[src/rtl/clcc_pkg.sv]
// package: register map, fields and constants of the configurable logic cell
// Notes on behaviour
// - cell output is forced low whenever the cell is disabled
// - enabled cell combines selected inputs through gates and chosen function
// - read-only output status bit shows cell output after output inversion
// - rising output edge sets interrupt flag only when rising enable is set
// - falling output edge sets interrupt flag only when falling enable is set
// - function 000 is AND-OR, 001 is OR-XOR, 010 is four-input AND
// - function 011 is a set-reset latch driven by gate outputs
// - function 100 is D flip-flop with set and reset from gates
// - function 101 is two-data-input D flip-flop with reset
// - function 110 is J-K flip-flop with reset
// - function 111 is transparent latch with set and reset
// - output invert flips function result before it reaches the output
// - each gate has its own invert bit, gate 0 lowest
// - four six-bit source selects sit in low bits of own registers
// - unimplemented register bits read back as zero
// - control and output invert reset to zero; gate setup is kept
// - every reset clears control but leaves selection and gating alone
// - uninverted gate combines enabled inputs; inverted forms give the AND
`default_nettype none
package clcc_pkg;
  localparam int ADDR_W = 4;
  localparam int DATA_W = 8;
  localparam int SEL_W = 6;
  localparam int NUM_DATA = 4;
  localparam int NUM_GATES = 4;
  // register offsets
  localparam logic [ADDR_W-1:0] OFF_CONTROL = 4'h0;
  localparam logic [ADDR_W-1:0] OFF_POLARITY = 4'h1;
  localparam logic [ADDR_W-1:0] OFF_SELECT0 = 4'h2;
  localparam logic [ADDR_W-1:0] OFF_GATE_SEL0 = 4'h6;
  localparam logic [ADDR_W-1:0] OFF_IRQ_FLAG = 4'hA;
  // field positions
  localparam int CTL_ENABLE_BIT = 7;
  localparam int CTL_OUT_BIT = 5;
  localparam int CTL_RISE_BIT = 4;
  localparam int CTL_FALL_BIT = 3;
  localparam int POL_OUT_BIT = 7;
  localparam int IRQ_FLAG_BIT = 0;
  // values after reset
  localparam logic [DATA_W-1:0] CONTROL_RESET = 8'h00;
  localparam logic OUT_INVERT_RESET = 1'h0;
  localparam logic [DATA_W-1:0] RDATA_RESET = 8'h00;
  typedef logic [2:0] clcc_mode_t;
  localparam clcc_mode_t MODE_AND_OR = 3'h0;
  localparam clcc_mode_t MODE_OR_XOR = 3'h1;
  localparam clcc_mode_t MODE_AND4 = 3'h2;
  localparam clcc_mode_t MODE_SR_LATCH = 3'h3;
  localparam clcc_mode_t MODE_DFF_SR = 3'h4;
  localparam clcc_mode_t MODE_DFF_2IN = 3'h5;
  localparam clcc_mode_t MODE_JK = 3'h6;
  localparam clcc_mode_t MODE_LATCH_SR = 3'h7;
  typedef struct packed {
    logic cell_enable;
    logic rise_irq_enable;
    logic fall_irq_enable;
    clcc_mode_t logic_function_select;
  } clcc_ctrl_s;
  typedef struct packed {
    logic [ADDR_W-1:0] addr;
    logic [DATA_W-1:0] wdata;
    logic wr;
    logic rd;
  } clcc_bus_s;
endpackage : clcc_pkg
`default_nettype wire

[src/rtl/clcc_func.sv]
// logic function stage: combinational gates, latches and flip-flops of the cell
`default_nettype none
module clcc_func
  import clcc_pkg::*;
(
  // clock and reset
  input wire logic sys_clk_in,
  input wire logic rst_n_in,
  // configuration
  input wire logic enable_in,
  input wire clcc_mode_t mode_in,
  // gate outputs after gate inversion
  input wire logic [NUM_GATES-1:0] gates_in,
  // function result, before output inversion
  output logic result_out
);
  logic seq_q_r;
  logic seq_nxt;
  logic clk_prev_r;
  logic clk_rise;
  logic comb_res;

  // the flip-flop clock is gate 0, sampled; its edge takes effect in the cycle gate 0 first reads high
  always_comb begin
    seq_nxt = seq_q_r;
    clk_rise = gates_in[0] & ~clk_prev_r;
    comb_res = 1'h0;
    unique case (mode_in)
      MODE_AND_OR: comb_res = (gates_in[0] & gates_in[1]) | (gates_in[2] & gates_in[3]);
      MODE_OR_XOR: comb_res = (gates_in[0] | gates_in[1]) ^ (gates_in[2] | gates_in[3]);
      MODE_AND4: comb_res = &gates_in;
      MODE_SR_LATCH: begin
        if (gates_in[0] | gates_in[1]) seq_nxt = 1'h1;
        else if (gates_in[2] | gates_in[3]) seq_nxt = 1'h0;
      end
      MODE_DFF_SR: begin
        if (gates_in[2]) seq_nxt = 1'h0;
        else if (gates_in[3]) seq_nxt = 1'h1;
        else if (clk_rise) seq_nxt = gates_in[1];
      end
      MODE_DFF_2IN: begin
        if (gates_in[2]) seq_nxt = 1'h0;
        else if (clk_rise) seq_nxt = gates_in[1] & gates_in[3];
      end
      MODE_JK: begin
        if (gates_in[2]) seq_nxt = 1'h0;
        else if (clk_rise) begin
          unique case ({gates_in[1], gates_in[3]})
            2'h0: seq_nxt = seq_q_r;
            2'h1: seq_nxt = 1'h0;
            2'h2: seq_nxt = 1'h1;
            2'h3: seq_nxt = ~seq_q_r;
          endcase
        end
      end
      MODE_LATCH_SR: begin
        if (gates_in[2]) seq_nxt = 1'h0;
        else if (gates_in[3]) seq_nxt = 1'h1;
        else if (gates_in[0]) seq_nxt = gates_in[1];
      end
    endcase
    // a disabled cell restarts its storage from zero
    if (!enable_in) seq_nxt = 1'h0;
    result_out = (mode_in <= MODE_AND4) ? comb_res : seq_nxt;
  end

  always_ff @(posedge sys_clk_in) begin
    if (!rst_n_in) begin
      seq_q_r <= 1'h0;
      clk_prev_r <= 1'h0;
    end else begin
      seq_q_r <= seq_nxt;
      clk_prev_r <= gates_in[0];
    end
  end
endmodule : clcc_func
`default_nettype wire

[src/rtl/clcc_top.sv]
// configurable logic cell: registers, input selection, gating, output and edge flag
`default_nettype none
module clcc_top
  import clcc_pkg::*;
#(
  parameter int NUM_SRC = 2 ** SEL_W
) (
  // clock and reset
  input wire logic sys_clk_in,
  input wire logic rst_n_in,
  // register port
  input wire logic [ADDR_W-1:0] reg_addr_in,
  input wire logic [DATA_W-1:0] reg_wdata_in,
  input wire logic reg_wr_in,
  input wire logic reg_rd_in,
  output logic [DATA_W-1:0] reg_rdata_out,
  // selectable sources
  input wire logic [NUM_SRC-1:0] cell_inputs_in,
  // cell results
  output logic cell_output_out,
  output logic cell_irq_flag_out
);
  clcc_bus_s bus;
  clcc_ctrl_s ctrl_r;
  clcc_ctrl_s ctrl_nxt;
  logic output_invert_r;
  logic output_invert_nxt;
  logic [NUM_GATES-1:0] gate_invert_r;
  logic [NUM_GATES-1:0] gate_invert_nxt;
  logic [SEL_W-1:0] data_source_r [NUM_DATA];
  logic [SEL_W-1:0] data_source_nxt [NUM_DATA];
  logic [DATA_W-1:0] gate_sel_r [NUM_GATES];
  logic [DATA_W-1:0] gate_sel_nxt [NUM_GATES];
  logic cell_output_r;
  logic cell_output_nxt;
  logic irq_flag_r;
  logic irq_flag_nxt;
  logic [DATA_W-1:0] rdata_r;
  logic [DATA_W-1:0] rdata_nxt;
  logic [NUM_DATA-1:0] data_sel;
  logic [NUM_GATES-1:0] gate_out;
  logic func_res;
  logic rise_evt;
  logic fall_evt;
  logic flag_clear;

  function automatic logic addr_hit(input logic [ADDR_W-1:0] a, input logic [ADDR_W-1:0] off);
    return a == off;
  endfunction : addr_hit

  assign bus = '{addr: reg_addr_in, wdata: reg_wdata_in, wr: reg_wr_in, rd: reg_rd_in};

  // input selection and data gating
  generate
    for (genvar d = 0; d < NUM_DATA; d++) begin : g_data
      // out-of-range selections read as zero rather than wrapping
      assign data_sel[d] = (32'(data_source_r[d]) < NUM_SRC) ? cell_inputs_in[data_source_r[d]] : 1'h0;
    end
    for (genvar g = 0; g < NUM_GATES; g++) begin : g_gate
      logic [NUM_DATA-1:0] terms;
      for (genvar d = 0; d < NUM_DATA; d++) begin : g_term
        assign terms[d] = (data_sel[d] & gate_sel_r[g][2*d+1]) | (~data_sel[d] & gate_sel_r[g][2*d]);
      end
      // negated inputs with an inverted gate give the AND of the enabled data
      assign gate_out[g] = (|terms) ^ gate_invert_r[g];
    end
  endgenerate

  clcc_func u_func (
    .sys_clk_in(sys_clk_in),
    .rst_n_in(rst_n_in),
    .enable_in(ctrl_r.cell_enable),
    .mode_in(ctrl_r.logic_function_select),
    .gates_in(gate_out),
    .result_out(func_res)
  );

  // register writes
  always_comb begin
    ctrl_nxt = ctrl_r;
    output_invert_nxt = output_invert_r;
    gate_invert_nxt = gate_invert_r;
    data_source_nxt = data_source_r;
    gate_sel_nxt = gate_sel_r;
    if (bus.wr) begin
      if (addr_hit(bus.addr, OFF_CONTROL)) begin
        // the status bit position is not stored anywhere, so a write to it has no effect
        ctrl_nxt.cell_enable = bus.wdata[CTL_ENABLE_BIT];
        ctrl_nxt.rise_irq_enable = bus.wdata[CTL_RISE_BIT];
        ctrl_nxt.fall_irq_enable = bus.wdata[CTL_FALL_BIT];
        ctrl_nxt.logic_function_select = bus.wdata[2:0];
      end
      if (addr_hit(bus.addr, OFF_POLARITY)) begin
        output_invert_nxt = bus.wdata[POL_OUT_BIT];
        gate_invert_nxt = bus.wdata[NUM_GATES-1:0];
      end
      for (int i = 0; i < NUM_DATA; i++) begin
        if (addr_hit(bus.addr, ADDR_W'(OFF_SELECT0 + ADDR_W'(i)))) begin
          data_source_nxt[i] = bus.wdata[SEL_W-1:0];
        end
      end
      for (int i = 0; i < NUM_GATES; i++) begin
        if (addr_hit(bus.addr, ADDR_W'(OFF_GATE_SEL0 + ADDR_W'(i)))) begin
          gate_sel_nxt[i] = bus.wdata;
        end
      end
    end
  end

  // control and output invert clear on every reset
  always_ff @(posedge sys_clk_in) begin
    if (!rst_n_in) begin
      ctrl_r <= clcc_ctrl_s'(CONTROL_RESET[5:0]);
      output_invert_r <= OUT_INVERT_RESET;
    end else begin
      ctrl_r <= ctrl_nxt;
      output_invert_r <= output_invert_nxt;
    end
  end

  // selection and gating survive reset; their power-on value is undefined
  always_ff @(posedge sys_clk_in) begin
    gate_invert_r <= gate_invert_nxt;
    data_source_r <= data_source_nxt;
    gate_sel_r <= gate_sel_nxt;
  end

  // output stage and edge flag
  always_comb begin
    cell_output_nxt = ctrl_r.cell_enable ? (func_res ^ output_invert_r) : 1'h0;
    rise_evt = ctrl_r.rise_irq_enable & cell_output_nxt & ~cell_output_r;
    fall_evt = ctrl_r.fall_irq_enable & ~cell_output_nxt & cell_output_r;
    flag_clear = bus.wr & addr_hit(bus.addr, OFF_IRQ_FLAG) & bus.wdata[IRQ_FLAG_BIT];
    irq_flag_nxt = irq_flag_r;
    if (flag_clear) irq_flag_nxt = 1'h0;
    // an edge in the clearing cycle wins
    if (rise_evt | fall_evt) irq_flag_nxt = 1'h1;
  end

  always_ff @(posedge sys_clk_in) begin
    if (!rst_n_in) begin
      cell_output_r <= 1'h0;
      irq_flag_r <= 1'h0;
    end else begin
      cell_output_r <= cell_output_nxt;
      irq_flag_r <= irq_flag_nxt;
    end
  end

  // read data, valid only in the cycle after the strobe
  always_comb begin
    rdata_nxt = RDATA_RESET;
    if (bus.rd) begin
      if (addr_hit(bus.addr, OFF_CONTROL)) begin
        rdata_nxt[CTL_ENABLE_BIT] = ctrl_r.cell_enable;
        rdata_nxt[CTL_OUT_BIT] = cell_output_r;
        rdata_nxt[CTL_RISE_BIT] = ctrl_r.rise_irq_enable;
        rdata_nxt[CTL_FALL_BIT] = ctrl_r.fall_irq_enable;
        rdata_nxt[2:0] = ctrl_r.logic_function_select;
      end
      if (addr_hit(bus.addr, OFF_POLARITY)) begin
        rdata_nxt[POL_OUT_BIT] = output_invert_r;
        rdata_nxt[NUM_GATES-1:0] = gate_invert_r;
      end
      for (int i = 0; i < NUM_DATA; i++) begin
        if (addr_hit(bus.addr, ADDR_W'(OFF_SELECT0 + ADDR_W'(i)))) begin
          rdata_nxt[SEL_W-1:0] = data_source_r[i];
        end
      end
      for (int i = 0; i < NUM_GATES; i++) begin
        if (addr_hit(bus.addr, ADDR_W'(OFF_GATE_SEL0 + ADDR_W'(i)))) begin
          rdata_nxt = gate_sel_r[i];
        end
      end
      if (addr_hit(bus.addr, OFF_IRQ_FLAG)) begin
        rdata_nxt[IRQ_FLAG_BIT] = irq_flag_r;
      end
    end
  end

  always_ff @(posedge sys_clk_in) begin
    if (!rst_n_in) begin
      rdata_r <= RDATA_RESET;
    end else begin
      rdata_r <= rdata_nxt;
    end
  end

  assign reg_rdata_out = rdata_r;
  assign cell_output_out = cell_output_r;
  assign cell_irq_flag_out = irq_flag_r;
endmodule : clcc_top
`default_nettype wire

[config.mk]
export PLATFORM = sky130hd
export DESIGN_NAME = clcc_top
export DESIGN_NICKNAME = d
export VERILOG_FILES = /design/src/rtl/clcc_pkg.sv /design/src/rtl/clcc_func.sv /design/src/rtl/clcc_top.sv
export SDC_FILE = /design/constraint.sdc
export NUM_CORES = 1
export LEC_CHECK = 0
export ABC_AREA = 1
export BUFFER_PORTS_ARGS = -buffer_cell sky130_fd_sc_hd__buf_2
export CORE_MARGIN = 4
export CORE_UTILIZATION = 30
export CTS_CLUSTER_SIZE = 20
export DETAILED_ROUTE_END_ITERATION = 12
export GPL_TIMING_DRIVEN = 0
export PLACE_DENSITY = 0.47
export REMOVE_ABC_BUFFERS = 1
export SYNTH_ARGS = -nofsm -noshare
export SYNTH_HDL_FRONTEND = slang
export SYNTH_SLANG_ARGS = --single-unit
export TNS_END_PERCENT = 1
[constraint.sdc]
create_clock -name sys_clk_in -period 3.3 [get_ports sys_clk_in]
set_input_delay 0.33 -clock sys_clk_in [delete_from_list [all_inputs] [get_ports sys_clk_in]]
set_output_delay 0.33 -clock sys_clk_in [all_outputs]
set_load 0.01 [all_outputs]
==> summary.md <==
| Metric | Value |
|---|---|
| Initial Utilization | 0.309 |
| IR drop worst, VDD | 319 uV |
| Sequential power share | 0.417 |
| Antenna cells | 0 |
| Post-synth EDFFs | 60 |
| Slowest Stage Delay on Critical Path | 0.42 ns |
| # port buffers | a little under 90 |
| Area Overhead vs Synth | 20.8% |
| Routed WL per cell | roughly 19 um |
| CP endpoint kind | register |
| Psw | 0.699 mW |
| GRT overflow | 0 |
| RSZ-0062 raised after global routing | true |
| Fmax | between 0.3 and 0.4 GHz |
| Arr. time, crit path | about 3.5 ns |
| Pleak | 3.45 nW |
| Ports | 90 |
| DRC Markers | 0 |
| CTS hold repair buffers | 0 |
| Max-slew violations | 0 |
| Die area | 23600 um2 |
| Post-route setup slack | 0.0755 ns |
| Largest net degree at the start of global routing | 34 |
| Post-synthesis sequential area ratio | 0.344 |
| HPWL after DPL | 16.9 mm |
| Vias per Instance | 5.24 |
| GRT Resource Usage Total | 0.207 |
| CP Class | register to register |
| Status | complete, no violations |
| First-pass GRT wire length | 38.2 mm |
| Primary FF master, synth | edfxtp_1 |
| Distinct cell type count after synthesis | 33 |
| Clock power share | 0.420 |
| Place WS | -1.14 ns |
| Setup TNS Final | 0 ns |
| Hold path cells | 1 |
| Worst-Skew Late Latency | 0.34 ns |
| Pre-antenna DRT Iters | 5 |
| Cell area after layout | approximately 7700 um2 |
| Cell Rows | 52 |
| CTS Buf Count | 9 |
| Power Dens Cells | 345 nW/um2 |
| Die X | 154 um |
| Die Y | 154 um |
| Slew margin rel. | 0.438 |
| Tcrit/Tclk final | 0.977 |
| Most common library cell in the layout ignoring fill and taps | nand2_1 |
| Worst-path fanout max | 18 |
| Worst-path clk slew | around 0.06 ns |
| Initial DRC Count | 639 |
| Worst Skew | 0.00824 ns |
| Net Sw Frac | 0.264 |
| Crit path required time | 3.54 ns |
| Share of post-route cells with drive strength above 1 | 0.200 |
| Post-Route WL | 25.6 mm |
| Placed inst area | between 6000 and 7000 um2 |
| Async S/R FF share, synth | 0 |
| Post-Syn Area | approximately 6400 um2 |
| Worst r2r src | data_source_r[0]$_DFFE_PP_ |
| Mean Syn Cell Area | 6.49 um2 |
| DRT antenna net count | 0 |
| Root Buffer | clkbuf_16 |
| Most frequent cells in the layout | nand2_1 (385), nand3_1 (223), buf_2 (89) |
| Final Hold Fails | 0 |
| Final std cells w/o fill | 1339 |
| Min-Delay Path Class | input pin to register |
| Max_cap viols | 0 |
| Core Area | 20600 um2 |
| Via count | approximately 7000 |
| Post-layout net count | 1144 |
| Crit path max-delay cell type | edfxtp_1 |
| CTS Buffer Depth | 2 |
| Vias in the first global route | between 6000 and 7000 |
| Synth Warn # | 0 |
| Initial antenna violation count | 0 |
| R2R Setup Slk | 0.08 ns |
| Comb pwr share | 0.163 |
| Seq cells post-synth | 79 |
| # H-tree levels | 3 |
| Min-delay src | reg_wdata_in[6] |
| Fin crit period | 3.22 ns |
| Worst Setup SP | data_source_r[0]$_DFFE_PP_ |
| Worst slew pin tran | 0.838 ns |
| Final GP Congestion | 0.864 |
| Dpl cells | 1292 |
| Internal power | 1.95 mW |
| Fill cells | about 2300 |
| CP startpoint kind | register |
| Final setup violation count | 0 |
| CTS tree | built |
| Worst R2R Path Depth | 31 |
| Clock Sink Count | 79 |
| Post-Syn Instances | 979 |
==> cells in the mapped netlist (2+ instances only) <==
| library cell | n | area share |
|---|---|---|
| a221oi_1 | 2 | 0.0028 |
| a21oi_1 | 20 | 0.016 |
| nand4_1 | 4 | 0.0039 |
| nand3_2 | 10 | 0.016 |
| nor4_1 | 2 | 0.0020 |
| nand2_2 | 13 | 0.013 |
| nor3_1 | 3 | 0.0024 |
| inv_1 | 55 | 0.032 |
| a31oi_1 | 2 | 0.0020 |
| o22ai_1 | 8 | 0.0079 |
| edfxtp_1 | 60 | 0.28 |
| nand2_1 | 407 | 0.24 |
| nor2_4 | 2 | 0.0035 |
| nor2_1 | 51 | 0.030 |
| nand3_1 | 233 | 0.18 |
| clkinv_1 | 4 | 0.0024 |
| nor2_2 | 2 | 0.0020 |
| buf_2 | 9 | 0.0071 |
| o211ai_1 | 2 | 0.0024 |
| o2111ai_1 | 3 | 0.0041 |
| inv_4 | 5 | 0.0049 |
| buf_6 | 19 | 0.034 |
| inv_6 | 2 | 0.0028 |
| buf_4 | 17 | 0.020 |
| o21ai_0 | 18 | 0.014 |
| dfxtp_1 | 19 | 0.060 |
==> registers in the layout, summed over array words and instances (netlist names) <==
| signal | count |
|---|---|
| cell_output_out | 1 |
| cell_irq_flag_out | 1 |
| gate_invert_r | 4 |
| u_func.seq_q_r | 1 |
| data_source_r | 24 |
| u_func.clk_prev_r | 1 |
| gate_sel_r | 32 |
| reg_rdata_out | 8 |
| output_invert_r | 1 |
| ctrl_r | 6 |
==> final cells by class <==
class                      count  area [um2]  area share
clock buffer                  11         253      0.0329
clock inverter                 5        86.3      0.0113
inverter                      67         333      0.0434
multi-input combinational    787        3700       0.483
sequential                    79        2180       0.284
tap                          270         338      0.0440
timing repair buffer         119         766      0.0998
timing repair inverter         1        8.76     0.00114
==> final timing paths <==
| kind | to |
|---|---|
| worst max-delay path | cell_irq_flag_out$_SDFFE_PN0P_ |
| worst min-delay path | gate_sel_r[30]$_DFFE_PP_ |
| worst max register to register | cell_irq_flag_out$_SDFFE_PN0P_ |
| worst min register to register | ctrl_r[3]$_SDFFE_PN0P_ |
==> critical path, delay by kind of cell, from the launching register on <==
family	cells	cell delay, ns
DFF	1	0.42
and+or+nand+nor	27	2.18
buffers and inverters	4	0.51
==> per-stage QoR <==
stage / hold slack (ns) / util / total power, mW
2_1_floorplan: 0.428 / - / 1.33
3_3_place_gp: 0.472 / 0.328 / 1.51
3_5_place_dp: 0.472 / 0.328 / 1.51
4_1_cts: 0.204 / 0.359 / 2.64
5_1_grt: 0.205 / 0.373 / 2.75
6_report: 0.219 / 0.373 / 2.65
==> cell families (layout without fill, tap and decap cells) <==
kind of cell | after synthesis | count (layout) | synth area share
AOI/OAI and AO/OA | 59 | 59 | 0.0536
and+or+nand+nor | 728 | 728 | 0.498
DFF | 79 | 79 | 0.344
buffers and inverters | 113 | 203 | 0.105
==> metal layers <==
| metal | global-route usage | up-vias | wire [um] |
|---|---|---|---|
| met5 | 0 | - | 0 |
| met1 | 0.292 | 3283 | 11500 |
| met3 | 0.0408 | 24 | 2040 |
| met2 | 0.333 | 283 | 11800 |
| met4 | 0.0387 | 0 | 278 |
| li1 | - | 3421 | - |
==> power by group through the flow <==
stage / Clock [mW] / Combinational [mW] / Sequential, mW
3_3_place_gp: 0 / 0.369 / 1.14
6_report: 1.11 / 0.432 / 1.10
4_1_cts: 1.13 / 0.405 / 1.10
5_1_grt: 1.17 / 0.475 / 1.11
2_1_floorplan: 0 / 0.194 / 1.13
3_5_place_dp: 0 / 0.369 / 1.14
==> repair_timing <==
action                     CTS  global route
setup endpoints to repair    4             2
buffers inserted            26             3
gates resized for setup      9            55
hold endpoints to repair     0             0
gates cloned                 0             2
pin swaps                    1            19
(Power assumes the default switching activity.)
